### src/adcsq_defines.vh
`ifndef ADCSQ_DEFINES_VH
`define ADCSQ_DEFINES_VH

// register indices, byte address is four times the index
`define ADCSQ_IDX_CSL       8'h36
`define ADCSQ_IDX_CSH       8'h37
`define ADCSQ_IDX_RSL       8'h38
`define ADCSQ_IDX_RSH       8'h39

// control status high byte field positions
`define ADCSQ_B_BUSY        7
`define ADCSQ_B_DONE        6
`define ADCSQ_B_CONV_IRQ_ENABLE        5
`define ADCSQ_B_WAIT        4
`define ADCSQ_B_TRG_HI      3
`define ADCSQ_B_TRG_LO      2
`define ADCSQ_B_START       1
`define ADCSQ_B_TEST        0

// result high and timing byte field positions
`define ADCSQ_B_SMP_HI      6
`define ADCSQ_B_SMP_LO      5
`define ADCSQ_B_CMP_HI      4
`define ADCSQ_B_CMP_LO      3

// reset values
`define ADCSQ_RST_TRG       2'h0
`define ADCSQ_RST_MODE      2'h0
`define ADCSQ_RST_CHAN      3'h0
`define ADCSQ_RST_SMP       2'h0
`define ADCSQ_RST_CMP       2'h1

// mode codes
`define ADCSQ_MD_SGL_RETRG  2'h0
`define ADCSQ_MD_SGL        2'h1
`define ADCSQ_MD_CONT       2'h2
`define ADCSQ_MD_STOP       2'h3

// phase lengths in machine cycles
`define ADCSQ_SMP_SHORT     13'h0040
`define ADCSQ_SMP_LONG      13'h1000
`define ADCSQ_CMP_SHORT     13'h00B0
`define ADCSQ_CMP_LONG      13'h0160

`endif

### src/adcsq_ctrl.v
// Summary of operation
// - busy set on start, cleared at end
// - busy write zero forces stop
// - single clears busy; others need stop
// - result store sets done, raises request
// - done cleared by zero write or service
// - interrupt enable gates request, resets zero
// - wait for transfer before storing result
// - two-bit field selects start sources
// - first enabled source starts, change immediate
// - pin falling edge, timer rising edge
// - start bit write one activates conversion
// - mode field: retrigger, single, continuous, stop
// - single mode converts start..end once
// - continuous and stop modes wrap back
// - stop mode pauses after each channel
// - three-bit channel fields, reset zero
// - start field reads current channel while busy
// - start above end wraps past seven
// - sampling time 64 or 4096 cycles
// - compare time 176 or 352 cycles
// - result updated on each conversion
`timescale 1ns/10ps
`include "adcsq_defines.vh"

module adcsq_ctrl
#(
	parameter ADDR_W = 8
)
(
	input  wire              i_clk_sys,
	input  wire              i_nrst,
	input  wire [ADDR_W-1:0] i_avs_address,
	input  wire              i_avs_read,
	input  wire              i_avs_write,
	input  wire [31:0]       i_avs_writedata,
	input  wire [3:0]        i_avs_byteenable,
	output reg  [31:0]       o_avs_readdata,
	output reg               o_avs_waitrequest,
	input  wire              i_ext_trig_n,
	input  wire              i_timer_trig,
	input  wire              i_xfer_enable,
	input  wire              i_xfer_clear,
	input  wire [9:0]        i_conv_data,
	output reg  [2:0]        o_chan_sel,
	output reg               o_sample,
	output reg               o_compare,
	output reg               o_busy,
	output reg               o_conv_irq
);

	// ********************************
	// states
	// ********************************
	localparam [4:0] ST_IDLE  = 5'h01;
	localparam [4:0] ST_SMP   = 5'h02;
	localparam [4:0] ST_CMP   = 5'h04;
	localparam [4:0] ST_XWAIT = 5'h08;
	localparam [4:0] ST_STOPW = 5'h10;

	// ********************************
	// functions
	// ********************************
	function [12:0] smp_len;
		input [1:0] code;
		begin
			if (code == 2'h3)
				smp_len = `ADCSQ_SMP_LONG;
			else
				smp_len = `ADCSQ_SMP_SHORT;
		end
	endfunction

	function [12:0] cmp_len;
		input [1:0] code;
		begin
			if (code == 2'h0)
				cmp_len = `ADCSQ_CMP_SHORT;
			else
				cmp_len = `ADCSQ_CMP_LONG;
		end
	endfunction

	function [2:0] next_chan;
		input [2:0] cur;
		input [2:0] last;
		input [2:0] first;
		begin
			if (cur == last)
				next_chan = first;
			else
				next_chan = cur + 3'h1;
		end
	endfunction

	// ********************************
	// registers
	// ********************************
	reg  [4:0]  state_q;
	reg  [4:0]  state_d;
	reg  [12:0] cnt_q;
	reg  [12:0] cnt_d;
	reg  [2:0]  cur_q;
	reg  [2:0]  cur_d;
	reg         busy_q;
	reg         busy_d;
	reg         done_q;
	reg         done_d;
	reg         conv_irq_enable_q;
	reg  [1:0]  trg_q;
	reg         test_q;
	reg  [1:0]  mode_q;
	reg  [2:0]  first_q;
	reg  [2:0]  last_q;
	reg  [1:0]  smp_q;
	reg  [1:0]  cmp_q;
	reg  [9:0]  result_q;
	reg  [9:0]  result_d;
	reg         ext_q;
	reg         tmr_q;
	reg  [7:0]  rd_byte;
	reg         store;

	// ********************************
	// bus decode
	// ********************************
	wire        req   = i_avs_read | i_avs_write;
	wire        wr_go = i_avs_write & ~o_avs_waitrequest & i_avs_byteenable[0];
	wire [7:0]  wd    = i_avs_writedata[7:0];
	wire        wr_cl = wr_go & (i_avs_address == `ADCSQ_IDX_CSL);
	wire        wr_ch = wr_go & (i_avs_address == `ADCSQ_IDX_CSH);
	wire        wr_rh = wr_go & (i_avs_address == `ADCSQ_IDX_RSH);

	// ********************************
	// triggers
	// ********************************
	// edge detectors reset to the idle pin levels
	wire ext_fall = ext_q & ~i_ext_trig_n;
	wire tmr_rise = ~tmr_q & i_timer_trig;
	wire sw_start = wr_ch & wd[`ADCSQ_B_START];
	wire trig     = sw_start
	              | (trg_q[0] & ext_fall)
	              | (trg_q[1] & tmr_rise);
	wire force_stop = wr_ch & ~wd[`ADCSQ_B_BUSY] & busy_q;
	wire done_clr   = (wr_ch & ~wd[`ADCSQ_B_DONE]) | i_xfer_clear;
	wire conv_end   = (state_q == ST_CMP) && (cnt_q == 13'h0000);

	// ********************************
	// sequencer next state
	// ********************************
	always @*
	begin
		state_d  = state_q;
		cnt_d    = cnt_q;
		cur_d    = cur_q;
		busy_d   = busy_q;
		result_d = result_q;
		store    = 1'b0;
		if (cnt_q != 13'h0000)
			cnt_d = cnt_q - 13'h0001;
		case (state_q)
			ST_IDLE:
			begin
				if (trig)
				begin
					state_d = ST_SMP;
					cur_d   = first_q;
					busy_d  = 1'b1;
					cnt_d   = smp_len(smp_q) - 13'h0001;
				end
			end
			ST_SMP:
			begin
				if (cnt_q == 13'h0000)
				begin
					state_d = ST_CMP;
					cnt_d   = cmp_len(cmp_q) - 13'h0001;
				end
			end
			ST_CMP:
			begin
				if (conv_end)
				begin
					if (i_xfer_enable & done_q & ~i_xfer_clear)
						state_d = ST_XWAIT;
					else
						store = 1'b1;
				end
			end
			ST_XWAIT:
			begin
				if (~done_q | i_xfer_clear)
					store = 1'b1;
			end
			ST_STOPW:
			begin
				if (trig)
				begin
					state_d = ST_SMP;
					cur_d   = next_chan(cur_q, last_q, first_q);
					cnt_d   = smp_len(smp_q) - 13'h0001;
				end
			end
			default:
			begin
				state_d = ST_IDLE;
				busy_d  = 1'b0;
			end
		endcase
		if (store)
		begin
			result_d = i_conv_data;
			cnt_d    = smp_len(smp_q) - 13'h0001;
			if (mode_q == `ADCSQ_MD_STOP)
				state_d = ST_STOPW;
			else if (mode_q == `ADCSQ_MD_CONT)
			begin
				state_d = ST_SMP;
				cur_d   = next_chan(cur_q, last_q, first_q);
			end
			else if (cur_q == last_q)
			begin
				state_d = ST_IDLE;
				busy_d  = 1'b0;
			end
			else
			begin
				state_d = ST_SMP;
				cur_d   = next_chan(cur_q, last_q, first_q);
			end
		end
		// retrigger in mode zero restarts from the first channel
		if (trig && busy_q && (mode_q == `ADCSQ_MD_SGL_RETRG) && !store)
		begin
			state_d = ST_SMP;
			cur_d   = first_q;
			cnt_d   = smp_len(smp_q) - 13'h0001;
		end
		if (force_stop)
		begin
			state_d = ST_IDLE;
			busy_d  = 1'b0;
		end
	end

	// a store in the same cycle as a clear leaves the flag set
	always @*
	begin
		done_d = done_q;
		if (done_clr)
			done_d = 1'b0;
		if (store)
			done_d = 1'b1;
	end

	// ********************************
	// read mux
	// ********************************
	always @*
	begin
		case (i_avs_address)
			`ADCSQ_IDX_CSL:
				rd_byte = {mode_q, busy_q ? cur_q : first_q, last_q};
			`ADCSQ_IDX_CSH:
				rd_byte = {busy_q, done_q, conv_irq_enable_q, state_q == ST_XWAIT,
				           trg_q, 1'b0, test_q};
			`ADCSQ_IDX_RSL:
				rd_byte = result_q[7:0];
			`ADCSQ_IDX_RSH:
				rd_byte = {5'h1F, 1'b0, result_q[9:8]};
			default:
				rd_byte = 8'h00;
		endcase
	end

	// ********************************
	// bus slave
	// ********************************
	// one wait state, then waitrequest low for a single cycle
	always @(posedge i_clk_sys or negedge i_nrst)
	begin
		if (!i_nrst)
		begin
			o_avs_waitrequest <= 1'b1;
			o_avs_readdata    <= 32'h00000000;
		end
		else
		begin
			o_avs_waitrequest <= ~(req & o_avs_waitrequest);
			if (req & o_avs_waitrequest)
				o_avs_readdata <= {24'h000000, rd_byte};
		end
	end

	// ********************************
	// control registers
	// ********************************
	always @(posedge i_clk_sys or negedge i_nrst)
	begin
		if (!i_nrst)
		begin
			conv_irq_enable_q  <= 1'b0;
			trg_q   <= `ADCSQ_RST_TRG;
			test_q  <= 1'b0;
			mode_q  <= `ADCSQ_RST_MODE;
			first_q <= `ADCSQ_RST_CHAN;
			last_q  <= `ADCSQ_RST_CHAN;
			smp_q   <= `ADCSQ_RST_SMP;
			cmp_q   <= `ADCSQ_RST_CMP;
		end
		else
		begin
			if (wr_ch)
			begin
				conv_irq_enable_q <= wd[`ADCSQ_B_CONV_IRQ_ENABLE];
				trg_q  <= wd[`ADCSQ_B_TRG_HI:`ADCSQ_B_TRG_LO];
				test_q <= wd[`ADCSQ_B_TEST];
			end
			if (wr_cl)
			begin
				mode_q  <= wd[7:6];
				first_q <= wd[5:3];
				last_q  <= wd[2:0];
			end
			if (wr_rh)
			begin
				smp_q <= wd[`ADCSQ_B_SMP_HI:`ADCSQ_B_SMP_LO];
				cmp_q <= wd[`ADCSQ_B_CMP_HI:`ADCSQ_B_CMP_LO];
			end
		end
	end

	// ********************************
	// sequencer registers and outputs
	// ********************************
	always @(posedge i_clk_sys or negedge i_nrst)
	begin
		if (!i_nrst)
		begin
			state_q    <= ST_IDLE;
			cnt_q      <= 13'h0000;
			cur_q      <= 3'h0;
			busy_q     <= 1'b0;
			done_q     <= 1'b0;
			result_q   <= 10'h000;
			ext_q      <= 1'b1;
			tmr_q      <= 1'b0;
			o_chan_sel <= 3'h0;
			o_sample   <= 1'b0;
			o_compare  <= 1'b0;
			o_busy     <= 1'b0;
			o_conv_irq <= 1'b0;
		end
		else
		begin
			state_q    <= state_d;
			cnt_q      <= cnt_d;
			cur_q      <= cur_d;
			busy_q     <= busy_d;
			done_q     <= done_d;
			result_q   <= result_d;
			ext_q      <= i_ext_trig_n;
			tmr_q      <= i_timer_trig;
			o_chan_sel <= cur_d;
			o_sample   <= (state_d == ST_SMP);
			o_compare  <= (state_d == ST_CMP);
			o_busy     <= busy_d;
			o_conv_irq <= done_d & conv_irq_enable_q;
		end
	end

endmodule

### config.mk
export PLATFORM = sky130hd
export DESIGN_NAME = adcsq_ctrl
export DESIGN_NICKNAME = d
export VERILOG_FILES = /design/src/adcsq_ctrl.v
export VERILOG_INCLUDE_DIRS = /design/src
export SDC_FILE = /design/constraint.sdc
export NUM_CORES = 1
export LEC_CHECK = 0
export ABC_AREA = 1
export CAP_MARGIN = 20
export CORE_MARGIN = 1.5
export CORE_UTILIZATION = 55
export DETAILED_ROUTE_END_ITERATION = 7
export DONT_BUFFER_PORTS = 1
export HOLD_SLACK_MARGIN = 0.02
export PLACE_DENSITY = 0.7
export SETUP_SLACK_MARGIN = 0.2
export SLEW_MARGIN = 10
export SYNTH_ARGS = -nofsm -noshare
export SYNTH_HDL_FRONTEND = slang
export SYNTH_SLANG_ARGS = --single-unit
export TNS_END_PERCENT = 10
### constraint.sdc
create_clock -name i_clk_sys -period 1.8 [get_ports i_clk_sys]
set_input_delay 0.09 -clock i_clk_sys [delete_from_list [all_inputs] [get_ports i_clk_sys]]
set_output_delay 0.09 -clock i_clk_sys [all_outputs]
set_load 0.02 [all_outputs]
## After elaboration in Yosys (flattened, before gate mapping)

Index checks and enable logic that the tools add are counted.

| cells by class | value |
|---|---|
| reduce and logical (&&, ||, !) cells | 11 |
| shift-type cells | 0 |
| $mul | 0 |
| mux-type cells | 51 |
| equal/unequal tests | 15 |
| bitwise operators | 30 |
| $lt $le $gt $ge | 0 |
| add/sub/neg operators | 7 |
| div/mod/pow operators | 0 |

Operator list:

| kind | count |
|---|---|
| 13-bit 2-to-1 mux | 14 |
| 13-bit by 1-bit subtractor with 13-bit output (second input constant) | 6 |
| 5-bit 2-to-1 mux | 8 |
| 13-bit one-hot mux with 3 select lines | 1 |
| 8-bit by 6-bit equality test with 1-bit output (second input constant) | 4 |
| 8-bit one-hot mux with 4 select lines | 1 |
| 3-bit 2-to-1 mux | 9 |
| 5-bit one-hot mux with 4 select lines | 1 |
| 1-bit AND | 17 |
| 13-bit logical NOT | 1 |
| 13-bit nonzero test | 1 |
| 1-bit 2-to-1 mux | 11 |
| 5-bit by 2-bit equality test with 1-bit output (second input constant) | 2 |
| 5-bit by 3-bit equality test with 1-bit output (second input constant) | 2 |
| 9-bit 2-to-1 mux | 1 |
| 1-bit NOT | 8 |
| 2-bit equality test (second input constant) | 3 |
| 3-bit one-hot mux with 2 select lines | 1 |
| 5-bit by 1-bit equality test with 1-bit output (second input constant) | 1 |
| 5-bit by 4-bit equality test with 1-bit output (second input constant) | 1 |
| 5-bit equality test (second input constant) | 1 |
| 1-bit bitwise OR | 5 |
| 1-bit logical AND | 4 |
| 2-bit logical NOT | 2 |
| other kinds (7) | 9 |

| storage, ports and cells | value |
|---|---|
| bits in latches | 0 |
| register bits after elaboration | 63 |
| RAM bits | 0 |
| bits of input ports | 62 |
| memories kept | 0 |
| ROM bits | 0 |
| logic and storage cells | 135 |
| output and inout bits | 40 |

## Logic depth before layout (Yosys ltp)

| depth | value |
|---|---|
| depth in word-level cells | 14 |
| mapped depth | 14 |

## Worst setup path after synthesis

Ideal clock, no wire load.

| path | value |
|---|---|
| path type | flip-flop to flip-flop |
| start | register cnt_q[0] |
| end | register cur_q[1] |
| path slack | 0.156 ns |
| clock period less this slack | 1.644 ns |
| path buffers | 0 |
| data required time | 1.675 ns |
| stages on the path, launching flop included | 14 |
| library setup time | 0.125 ns |
| arrival time | 1.519 ns |
| path through | dfrtp_1 -> inv_1 -> ha_1 -> nand2_2 -> nor2_4 -> nand2_4 -> nor2_4 -> nand2_4 -> nand2_8 -> nand3_2 -> nand2_2 -> inv_2 -> nand2_1 -> nand3_1 |

| between the ends | value |
|---|---|
| longest elaborated chain between the ends | 7 |
| elaborated cells on any way between the ends | 8 |
| classes of those cells | 4 x mux; 4 x reduce/logical |

RTL lines:

| what | line | text |
|---|---|---|
| start: declaration | adcsq_ctrl.v:101 | `reg [12:0] cnt_q;` |
| start signal: assignment | adcsq_ctrl.v:357 | `cnt_q <= cnt_d;` |
| 13-bit logical NOT * | adcsq_ctrl.v:146 | `wire conv_end = (state_q == ST_CMP) && (cnt_q == 13'h0000);` |
| 1-bit logical AND * | adcsq_ctrl.v:146 |  |
| 1-bit 2-to-1 mux * | adcsq_ctrl.v:182 | `if (conv_end)` |
| 1-bit one-hot mux with 2 select lines * | adcsq_ctrl.v:161 | `case (state_q)` |
| 1-bit logical NOT | adcsq_ctrl.v:233 | `` if (trig && busy_q && (mode_q == `ADCSQ_MD_SGL_RETRG) && !store) `` |
| 1-bit logical AND | adcsq_ctrl.v:233 |  |
| 3-bit 2-to-1 mux * | adcsq_ctrl.v:233 |  |
| via cur_d[1] | adcsq_ctrl.v:104 | `reg [2:0] cur_d;` |
| end signal: assignment | adcsq_ctrl.v:358 | `cur_q <= cur_d;` |
| end: declaration | adcsq_ctrl.v:103 | `reg [2:0] cur_q;` |

Mark *: on every way through the listed nets, which the timed path passes. The rest lies on a longest branch.
A chain may end at the register's enable or synchronous reset.

## Worst setup path after layout

| path | value |
|---|---|
| start | register state_q[0] |
| end | register cur_q[2] |

| between the ends | value |
|---|---|
| longest elaborated chain between the ends | 7 |
| elaborated cells on any way between the ends | 15 |
| classes of those cells | 4 x eq/ne; 8 x mux; 3 x reduce/logical |

RTL lines:

| what | line | text |
|---|---|---|
| start: declaration | adcsq_ctrl.v:99 | `reg [4:0] state_q;` |
| start signal: assignment | adcsq_ctrl.v:356 | `state_q <= state_d;` |
| 5-bit equality test (tied with other cells) | adcsq_ctrl.v:161 |  |
| 3-bit one-hot mux with 2 select lines / 1-bit logical AND (equally long branches) | adcsq_ctrl.v:161, adcsq_ctrl.v:146 |  |
| 3-bit 2-to-1 mux / 1-bit 2-to-1 mux (equally long branches) | adcsq_ctrl.v:221, adcsq_ctrl.v:182 |  |
| 3-bit 2-to-1 mux / 1-bit one-hot mux with 2 select lines (equally long branches) | adcsq_ctrl.v:216, adcsq_ctrl.v:161 |  |
| 3-bit 2-to-1 mux / 1-bit logical NOT (equally long branches) | adcsq_ctrl.v:214, adcsq_ctrl.v:233 |  |
| 3-bit 2-to-1 mux / 1-bit logical AND (equally long branches) | adcsq_ctrl.v:210, adcsq_ctrl.v:233 |  |
| 3-bit 2-to-1 mux * | adcsq_ctrl.v:233 |  |
| via cur_d[2] | adcsq_ctrl.v:104 |  |

Marked as above.

==> metrics.cfg <==
[floorplanning]
start_util = 0.581
die_x_um = 85.6
dieArea_sq_um = 7320
core_sq_um = 6460
fp.dieH_um = 85.6
io_pins = 102
num_rows = 29

[timing]
hold_ws_ns = 0.217
fin_ws_ns = 0.0583
final.setup_skew_ns = 0.0118
rsz0062_at_grt = yes
finalCritPeriodShare = 0.968
fmax_ghz = 0.574
setup_violations = 0
final_hold_viol_count = 0
slew_violations = 0
tns_ns = 0
layout_min_cycle_time_ns = 1.74

[clock_tree]
clk_latency_ns = 0.36
cts_buffer_depth = 2
htreeDepth = 3
cts_made_buffers = 9
clkTransAtPathRegs_ns = 0.08
cts_tree = done
clkSinkCount = 63
cts_root_buffer = clkbuf_8

[cells_and_area]
finalNetCount = 615
fill_cells = 481
drive_gt1_frac = 0.204
final_common_cell = nand2_1
final_area_sq_um = 4590
n_antenna_cell = 0
final_util = 0.711
final_cells = 632
final_cell_mix = nand2_1, dfrtp_1, inv_1
synthToLayoutAreaGrowth_pct = 22.5

[placement]
dp.cells = 583
place_ws_ns = -0.0287
gp_congestion = 0.896
place_area_sq_um = 3930
portBuffers = 0
dp_hpwl_um = 6720

[critical_path]
path_class = flip-flop to flip-flop
r2r-start = state_q[0]
end_kind = flip-flop
cp_slowest_cell = dfstp_2
cp_max_fo = 7
rr_endpoint = cur_q[2]
crit_arrival_ns = 1.99
r2r_cells = 9
slowest_delay_ns = 0.59
cp-start-kind = flip-flop
path_cells = nor2_4 > nand3_2 > nand2_2 > buf_4 > nand2_1 > inv_2 > or2_2 > nand3_2 > nand2_1
crit_required_ns = 2.05
reg2reg_slack_ns = 0.06

[logic_synthesis]
synthTopCellsByArea = dfrtp_1, nand2_1, inv_1
syn_inst = 485
synthXorXnorAreaFrac = 0.0257
ys_types = 44
syn_area_sq_um = 3750
synth_adder_area_share = 0.0100
synth.area.mux_share = 0.00901
synthSimpleGateAreaFrac = 0.301
yosysWarnings = 0
postSynthAreaPerCell_sq_um = 7.73
yosysTopAreaCell = dfrtp_1
yosysTopAreaCellShare = 0.394
synth_top_family_by_area = simple AND/OR/NAND/NOR gates
ys_seq_area_frac = 0.422
ys_seq_elements = 63
synth-compound-area-share = 0.110

[global_route]
grt_pass1_vias = 3290
grt_util_all_layers = 0.277
grt-ovfl-total = 0
grt_antenna_before_repair = 0
grt_pass1_wl_um = 15600
grt_max_degree = 64

[detailed_routing]
first_iter_violations = 284
avgRoutedWirePerCell_um = 15.0
viasPerCell = 5.34
wl_um = 9470
drc = 5
antenna_left = 0
firstDrtPassIters = 8
dr_total_vias = 3376

[power_and_ir_drop]
vdd_ir_drop_max_uv = 538
power.density_nw_per_um2 = 1050
p_total_mw = 4.82
leakage_nw = 2.38

[outcome]
status = complete, but fails checks
violations = design-rule violations

[min_path]
min_from = i_avs_address[7]
hold_path_class = input pin to flip-flop
worstHoldEndpoint = o_avs_readdata[5]
hold_depth = 5

[run]
max-cap-violations = 0

[cell usage after synthesis (all sizes together)]
cell type  count
o2111ai        1
mux2           3
dfrtp         59
conb           1
nand3         25
or2            2
o21ai         44
nand4         13
inv           63
nor4           1
xor2           6
xnor2          5
nor3          10
o31ai          3
o22ai          2
a211oi         1
a21oi         13
and2           1
o221ai         1
nor2          39
o211ai         4
dfstp          4
clkbuf         2
nand2        147
buf           27
nand3b         2
a221oi         1
ha             3
a21boi         1
o21bai         1
[worst max path at each step]
stage / from / to / slack [ns] / depth (start not counted)
3_5_place_dp: cnt_q[1] / o_sample / -0.03 / 11
6_report: state_q[0] / cur_q[2] / 0.06 / 9
4_1_cts: cnt_q[0] / cur_q[1] / 0.06 / 13
2_1_floorplan: cnt_q[1] / cur_q[1] / 0.22 / 13
5_1_grt: state_q[2] / cnt_q[8] / -0.04 / 10
3_3_place_gp: cnt_q[1] / o_sample / 0.04 / 11
[report_power, final]
group / switching [mW] / total [mW] / internal (mW) / leakage, nW
clock: 0.600 / 1.42 / 0.823 / 0.109
sequential: 0.145 / 1.72 / 1.58 / 0.788
combinational: 1.00 / 1.67 / 0.668 / 1.49
[layer usage]
metal / vias up / share of wire / GRT usage / routed length [um]
met5: - / 0 / 0 / 0
met4: 0 / 0.021 / 0.106 / 196
met3: 20 / 0.072 / 0.0587 / 679
met2: 132 / 0.46 / 0.437 / 4350
met1: 1573 / 0.45 / 0.377 / 4240
li1: 1651 / - / - / -
[cell families after synthesis]
kind of cell | Yosys count
AOI/OAI and AO/OA | 72
xor gates and xnor gates | 11
adders and majority gates | 3
buffers and inverters | 92
DFF | 63
muxes | 3
other | 1
and+or+nand+nor | 240
[worst max-delay path: cells and delay by family, from the launching register on]
family,cells,cell delay [ns]
AND/OR/NAND/NOR,7,0.78
buffers and inverters,2,0.26
flip-flops,1,0.59
[sequential cells by signal (all words and copies together), names as in the netlist, 2 cells and up]
register,flops
cmp_q,2
cnt_q,13
cur_q,3
first_q,3
last_q,3
mode_q,2
o_avs_readdata,8
result_q,10
smp_q,2
state_q,5
trg_q,2
[final cells by class]
type / count / area (sq um) / area share
Multi-Input combinational cell: 353 / 1910 / 0.415
Sequential cell: 63 / 1580 / 0.344
Timing Repair Buffer: 60 / 538 / 0.117
Inverter: 63 / 241 / 0.0526
Clock buffer: 10 / 138 / 0.0300
Tap cell: 77 / 96.3 / 0.0210
Clock inverter: 6 / 92.6 / 0.0202
[timing repair]
action	in CTS	in global routing
pin swaps	7	11
hold buffers	25	0
resized for setup	13	16
endpoints found under the hold margin	97	0
endpoints found under the setup margin	34	35
setup buffers	4	4
No activity file was read; power rests on OpenSTA's default activity.
